<file path="src/hdl/spindle_status_regs.svh">
`ifndef SPINDLE_STATUS_REGS_SVH
`define SPINDLE_STATUS_REGS_SVH

// Register map, byte addresses on the Wishbone bus
`define REG_ADR_W 8
`define CTRL_BASE 8'h00
`define STATUS_BASE 8'h10
`define DRIVE_BASE 8'h20
`define REG_STRIDE 8'h04
`define REGION_CTRL 4'h0
`define REGION_STATUS 4'h1
`define REGION_DRIVE 4'h2
`define MAX_SPINDLES 4

// Control register fields, one register per spindle
`define CTRL_W 16
`define CTRL_RESET 16'h0000
`define CTRL_LINK_BIT 0
`define CTRL_READY_CMD_BIT 1
`define CTRL_MR_DISABLE_BIT 2
`define CTRL_SERVO_CMD_BIT 3
`define CTRL_TAP_CMD_BIT 4
`define CTRL_TQ_A_BIT 5
`define CTRL_TQ_B_BIT 6
`define CTRL_FWD_BIT 8
`define CTRL_REV_BIT 9
`define CTRL_ORIENT_BIT 10
`define CTRL_USED_MASK 16'h077F

// Status register fields, bit n mirrors input bit address offset 8+n
`define STAT_READY_BIT 0
`define STAT_SERVO_BIT 1
`define STAT_FWD_BIT 3
`define STAT_REV_BIT 4
`define STAT_INDEX_BIT 5
`define STAT_INPOS_BIT 6
`define STAT_TORQUE_BIT 7

`endif

</file>
<file path="src/hdl/spindle_status_pkg.sv">
package spindle_status_pkg;
`include "spindle_status_regs.svh"

    typedef struct packed {
        logic ready_rpt;
        logic alarm;
        logic machine_ready;
        logic servo_state;
        logic motor_fwd;
        logic motor_rev;
        logic index_pulse;
        logic c_axis_active;
        logic droop_in_range;
    } drive_status_t;

    typedef struct packed {
        logic link_attached;
        logic ready_cmd;
        logic mr_disable;
        logic servo_cmd;
        logic tap_cmd;
        logic torque_limit_cmd_a;
        logic torque_limit_cmd_b;
        logic forward_run_start;
        logic reverse_run_start;
        logic orientation_command;
    } spindle_cmd_t;

    typedef struct packed {
        logic ready_cmd;
        logic servo_cmd;
        logic forward_run_start;
        logic reverse_run_start;
        logic orientation_command;
        logic torque_limit_cmd_a;
        logic torque_limit_cmd_b;
    } drive_cmd_t;

    typedef struct packed {
        logic drive_ready_flag;
        logic servo_on_flag;
        logic forward_rotation_flag;
        logic reverse_rotation_flag;
        logic index_passed_flag;
        logic loop_in_position_flag;
        logic torque_limit_active_flag;
    } spindle_flags_t;

    function automatic spindle_cmd_t ctrl_to_cmd(input logic [`CTRL_W-1:0] c);
        spindle_cmd_t r;
        r.link_attached = c[`CTRL_LINK_BIT];
        r.ready_cmd = c[`CTRL_READY_CMD_BIT];
        r.mr_disable = c[`CTRL_MR_DISABLE_BIT];
        r.servo_cmd = c[`CTRL_SERVO_CMD_BIT];
        r.tap_cmd = c[`CTRL_TAP_CMD_BIT];
        r.torque_limit_cmd_a = c[`CTRL_TQ_A_BIT];
        r.torque_limit_cmd_b = c[`CTRL_TQ_B_BIT];
        r.forward_run_start = c[`CTRL_FWD_BIT];
        r.reverse_run_start = c[`CTRL_REV_BIT];
        r.orientation_command = c[`CTRL_ORIENT_BIT];
        return r;
    endfunction

    function automatic logic [7:0] flags_to_byte(input spindle_flags_t f);
        logic [7:0] b;
        b = 8'h00;
        b[`STAT_READY_BIT] = f.drive_ready_flag;
        b[`STAT_SERVO_BIT] = f.servo_on_flag;
        b[`STAT_FWD_BIT] = f.forward_rotation_flag;
        b[`STAT_REV_BIT] = f.reverse_rotation_flag;
        b[`STAT_INDEX_BIT] = f.index_passed_flag;
        b[`STAT_INPOS_BIT] = f.loop_in_position_flag;
        b[`STAT_TORQUE_BIT] = f.torque_limit_active_flag;
        return b;
    endfunction
endpackage

</file>
<file path="src/hdl/spindle_status_top.sv">
// Functional notes
// - Ready flag on while drive reports ready.
// - Ready flag off while a drive alarm is present.
// - Ready flag off while the ready command to the drive is off.
// - Ready flag off when machine-ready input is off, unless disabled.
// - Servo flag on when ready, servo command delivered and drive servo state.
// - Servo flag clears once the servo command is withdrawn.
// - While servo flag set, run starts and orientation command are ignored.
// - Forward flag follows forward motor rotation, also in orient or tapping.
// - Reverse flag follows reverse motor rotation, also in orient or tapping.
// - Index flag sets when encoder index passes in C-axis control.
// - Index flag clears when servo or ready flag drops, else holds.
// - In-position on during tapping with servo when error in range.
// - In-position on whenever the link is attached and tapping is not commanded.
// - In-position off when error exceeds range during tapping with servo.
// - Torque-limit flag on when either torque-limit command is on.
// - Torque-limit flag off only when both commands are off or the link is detached.
// - Flags produced only while the drive is attached over serial link.
// - Each spindle's ready flag has its own status location.
//
// Design decisions made here: the placing of the registers and register access over Wishbone.
`timescale 1ns/1ps
`include "spindle_status_regs.svh"
module spindle_status_top #(
    parameter int NUM_SPINDLES = 3
) (
    input wire logic CLK_I,
    input wire logic RST_I,
    input wire logic CYC_I,
    input wire logic STB_I,
    input wire logic WE_I,
    input wire logic [`REG_ADR_W-1:0] ADR_I,
    input wire logic [3:0] SEL_I,
    input wire logic [31:0] DAT_I,
    output logic [31:0] DAT_O,
    output logic ACK_O,
    input spindle_status_pkg::drive_status_t DRIVE_STAT_I [NUM_SPINDLES],
    output spindle_status_pkg::drive_cmd_t DRIVE_CMD_O [NUM_SPINDLES],
    output spindle_status_pkg::spindle_flags_t FLAGS_O [NUM_SPINDLES]
);
    generate
        if (NUM_SPINDLES < 1 || NUM_SPINDLES > `MAX_SPINDLES) begin : g_bad_count
            $error("NUM_SPINDLES must be 1 to 4");
        end
    endgenerate

    spindle_status_pkg::drive_status_t sync1_reg [NUM_SPINDLES];
    spindle_status_pkg::drive_status_t sync2_reg [NUM_SPINDLES];
    logic [NUM_SPINDLES-1:0] index_prev_reg;
    logic [`CTRL_W-1:0] ctrl_reg [NUM_SPINDLES];
    spindle_status_pkg::spindle_flags_t flags_w [NUM_SPINDLES];
    logic ack_reg;
    logic [31:0] dat_reg;
    logic req;
    logic [3:0] region;
    logic [1:0] index;
    logic hit;
    localparam logic [`CTRL_W-1:0] CTRL_MASK = `CTRL_USED_MASK;

    // Drive status arrives from outside the clock domain
    always_ff @(posedge CLK_I) begin
        for (int i = 0; i < NUM_SPINDLES; i++) begin
            if (RST_I) begin
                sync1_reg[i] <= '0;
                sync2_reg[i] <= '0;
                index_prev_reg[i] <= 1'b0;
            end else begin
                sync1_reg[i] <= DRIVE_STAT_I[i];
                sync2_reg[i] <= sync1_reg[i];
                index_prev_reg[i] <= sync2_reg[i].index_pulse;
            end
        end
    end

    assign req = CYC_I && STB_I && !ack_reg;
    assign region = ADR_I[7:4];
    assign index = ADR_I[3:2];
    assign hit = (ADR_I[1:0] == 2'h0) && (32'(index) < NUM_SPINDLES);

    always_ff @(posedge CLK_I) begin
        if (RST_I) begin
            ack_reg <= 1'b0;
        end else begin
            ack_reg <= req;
        end
    end

    // Control registers: byte lanes 0 and 1 hold the fields
    always_ff @(posedge CLK_I) begin
        for (int i = 0; i < NUM_SPINDLES; i++) begin
            if (RST_I) begin
                ctrl_reg[i] <= `CTRL_RESET;
            end else if (req && WE_I && hit && region == `REGION_CTRL
                         && 32'(index) == i) begin
                if (SEL_I[0]) begin
                    ctrl_reg[i][7:0] <= DAT_I[7:0] & CTRL_MASK[7:0];
                end
                if (SEL_I[1]) begin
                    ctrl_reg[i][15:8] <= DAT_I[15:8] & CTRL_MASK[15:8];
                end
            end
        end
    end

    // Reads of unmapped or misaligned addresses answer zero
    always_ff @(posedge CLK_I) begin
        if (RST_I) begin
            dat_reg <= 32'h00000000;
        end else if (req) begin
            dat_reg <= 32'h00000000;
            if (hit && !WE_I) begin
                case (region)
                    `REGION_CTRL: dat_reg <= 32'(ctrl_reg[index]);
                    `REGION_STATUS: dat_reg <= 32'(
                        spindle_status_pkg::flags_to_byte(flags_w[index]));
                    `REGION_DRIVE: dat_reg <= 32'(sync2_reg[index]);
                    default: dat_reg <= 32'h00000000;
                endcase
            end
        end
    end

    genvar g;
    generate
        for (g = 0; g < NUM_SPINDLES; g++) begin : g_spindle
            spindle_flag_unit u_unit (
                .clk_i(CLK_I),
                .rst_i(RST_I),
                .stat_i(sync2_reg[g]),
                .index_edge_i(sync2_reg[g].index_pulse && !index_prev_reg[g]),
                .cmd_i(spindle_status_pkg::ctrl_to_cmd(ctrl_reg[g])),
                .flags_o(flags_w[g]),
                .drive_cmd_o(DRIVE_CMD_O[g])
            );
            assign FLAGS_O[g] = flags_w[g];
        end
    endgenerate

    assign ACK_O = ack_reg;
    assign DAT_O = dat_reg;
endmodule // spindle_status_top

</file>
<file path="src/hdl/spindle_flag_unit.sv">
`timescale 1ns/1ps
module spindle_flag_unit (
    input wire logic clk_i,
    input wire logic rst_i,
    input spindle_status_pkg::drive_status_t stat_i,
    input wire logic index_edge_i,
    input spindle_status_pkg::spindle_cmd_t cmd_i,
    output spindle_status_pkg::spindle_flags_t flags_o,
    output spindle_status_pkg::drive_cmd_t drive_cmd_o
);
    spindle_status_pkg::spindle_flags_t flags_reg;
    spindle_status_pkg::drive_cmd_t drive_cmd_reg;
    logic index_passed_reg;
    logic in_position_reg;
    logic ready_next;
    logic servo_next;
    logic link;

    assign link = cmd_i.link_attached;
    assign ready_next = link && stat_i.ready_rpt
        && !stat_i.alarm
        && cmd_i.ready_cmd
        && (stat_i.machine_ready || cmd_i.mr_disable);
    // Servo flag needs the command already delivered to the drive
    assign servo_next = ready_next && drive_cmd_reg.servo_cmd && cmd_i.servo_cmd
        && stat_i.servo_state;

    always_ff @(posedge clk_i) begin
        if (rst_i) begin
            drive_cmd_reg <= '0;
        end else begin
            drive_cmd_reg.ready_cmd <= cmd_i.ready_cmd;
            drive_cmd_reg.servo_cmd <= cmd_i.servo_cmd;
            drive_cmd_reg.torque_limit_cmd_a <= cmd_i.torque_limit_cmd_a;
            drive_cmd_reg.torque_limit_cmd_b <= cmd_i.torque_limit_cmd_b;
            drive_cmd_reg.forward_run_start <= cmd_i.forward_run_start
                && !flags_reg.servo_on_flag;
            drive_cmd_reg.reverse_run_start <= cmd_i.reverse_run_start
                && !flags_reg.servo_on_flag;
            drive_cmd_reg.orientation_command <= cmd_i.orientation_command
                && !flags_reg.servo_on_flag;
        end
    end

    always_ff @(posedge clk_i) begin
        if (rst_i) begin
            flags_reg <= '0;
        end else begin
            flags_reg.drive_ready_flag <= ready_next;
            flags_reg.servo_on_flag <= servo_next;
            flags_reg.forward_rotation_flag <= link && stat_i.motor_fwd;
            flags_reg.reverse_rotation_flag <= link && stat_i.motor_rev;
            flags_reg.torque_limit_active_flag <= link
                && (cmd_i.torque_limit_cmd_a || cmd_i.torque_limit_cmd_b);
        end
    end

    always_ff @(posedge clk_i) begin
        if (rst_i) begin
            index_passed_reg <= 1'b0;
        end else if (!(ready_next && servo_next)) begin
            index_passed_reg <= 1'b0;
        end else if (index_edge_i && stat_i.c_axis_active) begin
            index_passed_reg <= 1'b1;
        end
    end

    always_ff @(posedge clk_i) begin
        if (rst_i) begin
            in_position_reg <= 1'b0;
        end else if (!link) begin
            in_position_reg <= 1'b0;
        end else if (!cmd_i.tap_cmd) begin
            in_position_reg <= 1'b1;
        end else if (servo_next) begin
            in_position_reg <= stat_i.droop_in_range;
        end
    end

    // Index and in-position flags live in their own registers
    always_comb begin
        flags_o = flags_reg;
        flags_o.index_passed_flag = index_passed_reg;
        flags_o.loop_in_position_flag = in_position_reg;
    end
    assign drive_cmd_o = drive_cmd_reg;
endmodule // spindle_flag_unit

</file>
<file path="config.mk">
export PLATFORM = sky130hd
export DESIGN_NAME = spindle_status_top
export DESIGN_NICKNAME = d
export VERILOG_FILES = /design/src/hdl/spindle_status_pkg.sv /design/src/hdl/spindle_status_top.sv /design/src/hdl/spindle_flag_unit.sv
export VERILOG_INCLUDE_DIRS = /design/src /design/src/hdl
export SDC_FILE = /design/constraint.sdc
export NUM_CORES = 1
export LEC_CHECK = 0
export ABC_AREA = 0
export BUFFER_PORTS_ARGS = -buffer_cell sky130_fd_sc_hd__buf_2
export CAP_MARGIN = 20
export CORE_AREA = 2 2 109 111
export CTS_BUF_LIST = sky130_fd_sc_hd__clkbuf_2 sky130_fd_sc_hd__clkbuf_4 sky130_fd_sc_hd__clkbuf_8
export CTS_CLUSTER_SIZE = 16
export DETAILED_ROUTE_END_ITERATION = 7
export DIE_AREA = 0 0 111 113
export PLACE_DENSITY_LB_ADDON = 0.25
export SYNTH_ARGS = -nofsm -noshare
export SYNTH_HDL_FRONTEND = slang
export SYNTH_SLANG_ARGS = --single-unit
</file>
<file path="constraint.sdc">
create_clock -name CLK_I -period 1.9 [get_ports CLK_I]
set_clock_uncertainty 0.1 [all_clocks]
set_input_delay 0.095 -clock CLK_I [delete_from_list [all_inputs] [get_ports CLK_I]]
set_output_delay 0.095 -clock CLK_I [all_outputs]
set_load 0.01 [all_outputs]
</file>
==> flow_summary.ini <==
[clock_network]
cts_root_buf = clkbuf_8
cts_max_level = 4
clock-sinks = 141
cts_tree = done
clockBufferDepth = 2
numCtsBuffers = 17
clock_latency_ns = 0.43
clkSlewWorstSetupHoldPaths_ns = 0.07

[route]
routed_via_density = 4.89
vias = 3887
wl_per_cell_um = 15.3
drt_pre_antenna_iters = 4
drc_errors = 0
drtIter0Drc = 266
wirelength_um = 12100
ant_nets = 0

[power_and_ir_drop]
power_density_nw_per_um2 = 870
power_leakage_nw = 2.94
p_sw_share_pct = 22.9
ir_worst_vdd_v = 0.000449
p_int_mw = 4.56
power.share.sequential_pct = 54.3
clkPwrFrac_pct = 38.0
p_sw_mw = 1.36
power_frac_comb_pct = 7.7

[worst_hold_path]
hold_path_class = in -> reg

[timing]
tightest_slew_ns = 0.596
fmax_ghz = 0.559
period_minus_slack_ns = 1.79
rsz0062_at_grt = false
drv_slew = 0
hold_violations = 0
fin_tns_setup_ns = 0
setup_viol = 0
min_period_over_period_pct = 94.2
max-slew-margin-rel_pct = 60.3
holdWs_ns = 0.0944

[global_route]
grt_pass1_vias = 3890
antenna_found_initial = 0
grt_pass1_wl_um = 18900
grt_usage_pct = 19.8
grt_overflow_total = 0
grt_start_max_net_pins = 78

[synth]
synth_area_sq_um = 5410
synth_area_leaders = dfxtp_1, edfxtp_1, nor2b_1, buf_4, and2_1
yosysMostFrequentCell = dfxtp_1
synthTopCellsByCount = dfxtp_1, nor2b_1, and2_1
async_flop_share_pct = 0
syn_inst = 490
synth_top_area_share_pct = 41.1
synth_top_cell_by_area = dfxtp_1
synth_edf_count = 30
synth_seq_cells = 141
post_synth_num_cell_types = 47
yosys_warnings = 0
synthFlopType = dfxtp_1
postSynthAreaPerCell_sq_um = 11.0
yosysSeqAreaShare_pct = 57.8

[die]
die_h_um = 113
fp.dieW_um = 111
fp.dieArea_sq_um = 12500
coreArea_sq_um = 11300
placement_rows = 39
io_pins = 151
initial_utilization_pct = 48.0

[worst_setup_path]
crit_path_max_fanout = 7
critPathArrivalTime_ns = 1.83
critPathTopFamily = simple AND/OR/NAND/NOR gates
worstPathCellList = and4b_1, and3_2, nand2_1, o31ai_2, buf_4
path_buf_inv = 1
crit_path_top_delay_cell = dfxtp_1
reg2reg_slack_ns = 0.11
crit_path_max_incr_delay_ns = 0.34
critPathCaptureType = flip-flop
path_class = reg -> reg
cp.required_ns = 1.94
cp-start-kind = flip-flop

[place]
port_buffers = 105
place_congestion = 0.848
dp_hpwl_um = 8500

[job]
drv_cap = 0

[finish]
ff_latch_area_sq_um = 3120
syn_to_final_growth_pct = 25.8
diodes = 0
largest_register_ffs = 30
drive_above_1_share_pct = 26.4
multi_input_area_sq_um = 2020
final_nets = 717
n_fill_cell = 950

[status]
outcome = finished clean
## logic make-up after synthesis
logic type,count (synthesis),synth area share [%]
buf+inv,56,6.36
other cells,1,0.0694
simple gates,202,22.0
flops,141,57.8
mux,28,5.46
compound gates,62,8.31
## tightest hold or removal path, delay by kind of cell
family	cells	cell delay, ns
buffers and inverters	1	0.10
AND/OR/NAND/NOR	2	0.14
AO/OA/AOI/OAI	2	0.25
## layout by cell type, fill, tap and decap left out, types with 4 or more instances in the layout
cell type        n
dfxtp_1        111
buf_2          105
nor2b_1         71
dlygate4sd3_1   44
and2_1          31
edfxtp_1        30
nor2_1          27
nand2_1         24
conb_1          21
o211ai_1        19
clkbuf_8        17
mux2i_1         16
nand2b_1        14
o21ai_0         12
mux2_2          12
buf_4           11
and3_1           7
inv_1            6
a2bb2oi_1        6
a22o_1           6
nand3_1          5
a31oi_1          4
a21oi_1          4
## layout make-up
class | count | share of cell area, %
sequential | 141 | 45.9
clock inverter | 11 | 1.75
multi-input combinational | 313 | 29.7
inverter | 6 | 0.331
clock buffer | 19 | 3.66
timing repair buffer | 162 | 16.0
tap | 143 | 2.63
## stage by stage
| stage | instances | setup WS, ns | area, sq um | total power, mW | util [%] |
|---|---|---|---|---|---|
| finish | 795 | 0.111 | 6800 | 5.92 | 60.4 |
| global route | 795 | 0.0218 | 6800 | 6.14 | 60.4 |
| CTS | 794 | 0.0947 | 6790 | 5.96 | 60.2 |
| detailed placement | 720 | 0.117 | 5980 | 3.66 | 53.0 |
| global placement | 720 | 0.156 | 5980 | 3.65 | 53.0 |
| floorplan | 510 | 0.0874 | 5480 | 3.53 | - |
## what timing repair did
action / CTS / global route
hold endpoints to repair: 63 / 0
hold buffers: 44 / 0
buffers inserted: 0 / 1
gates resized for setup: 0 / 2
setup endpoints to repair: 0 / 8
## worst paths after layout
check,cells past startpoint,to,startpoint
min reg2reg,1,sync2_reg[0][3],sync1_reg[0][3]
min,5,DAT_O[8],ADR_I[1]
max reg2reg,5,ctrl_reg[0][6],ACK_O
max,5,ctrl_reg[0][6],ACK_O
## power groups by stage
stage / combinational [mW] / clock (mW) / sequential, mW
final: 0.456 / 2.25 / 3.21
after floorplan: 0.266 / 0 / 3.27
after CTS: 0.453 / 2.30 / 3.21
after global placement: 0.377 / 0 / 3.28
after global routing: 0.501 / 2.43 / 3.22
after detailed placement: 0.386 / 0 / 3.28
## layer usage
| metal | global-route usage, % | vias up | share of wire [%] |
|---|---|---|---|
| met5 | 0 | - | 0 |
| li1 | - | 1922 | - |
| met4 | 8.25 | 0 | 2.0 |
| met3 | 5.95 | 19 | 6.0 |
| met2 | 33.7 | 148 | 49 |
| met1 | 23.4 | 1798 | 43 |
No activity file was read; power rests on OpenSTA's default activity.
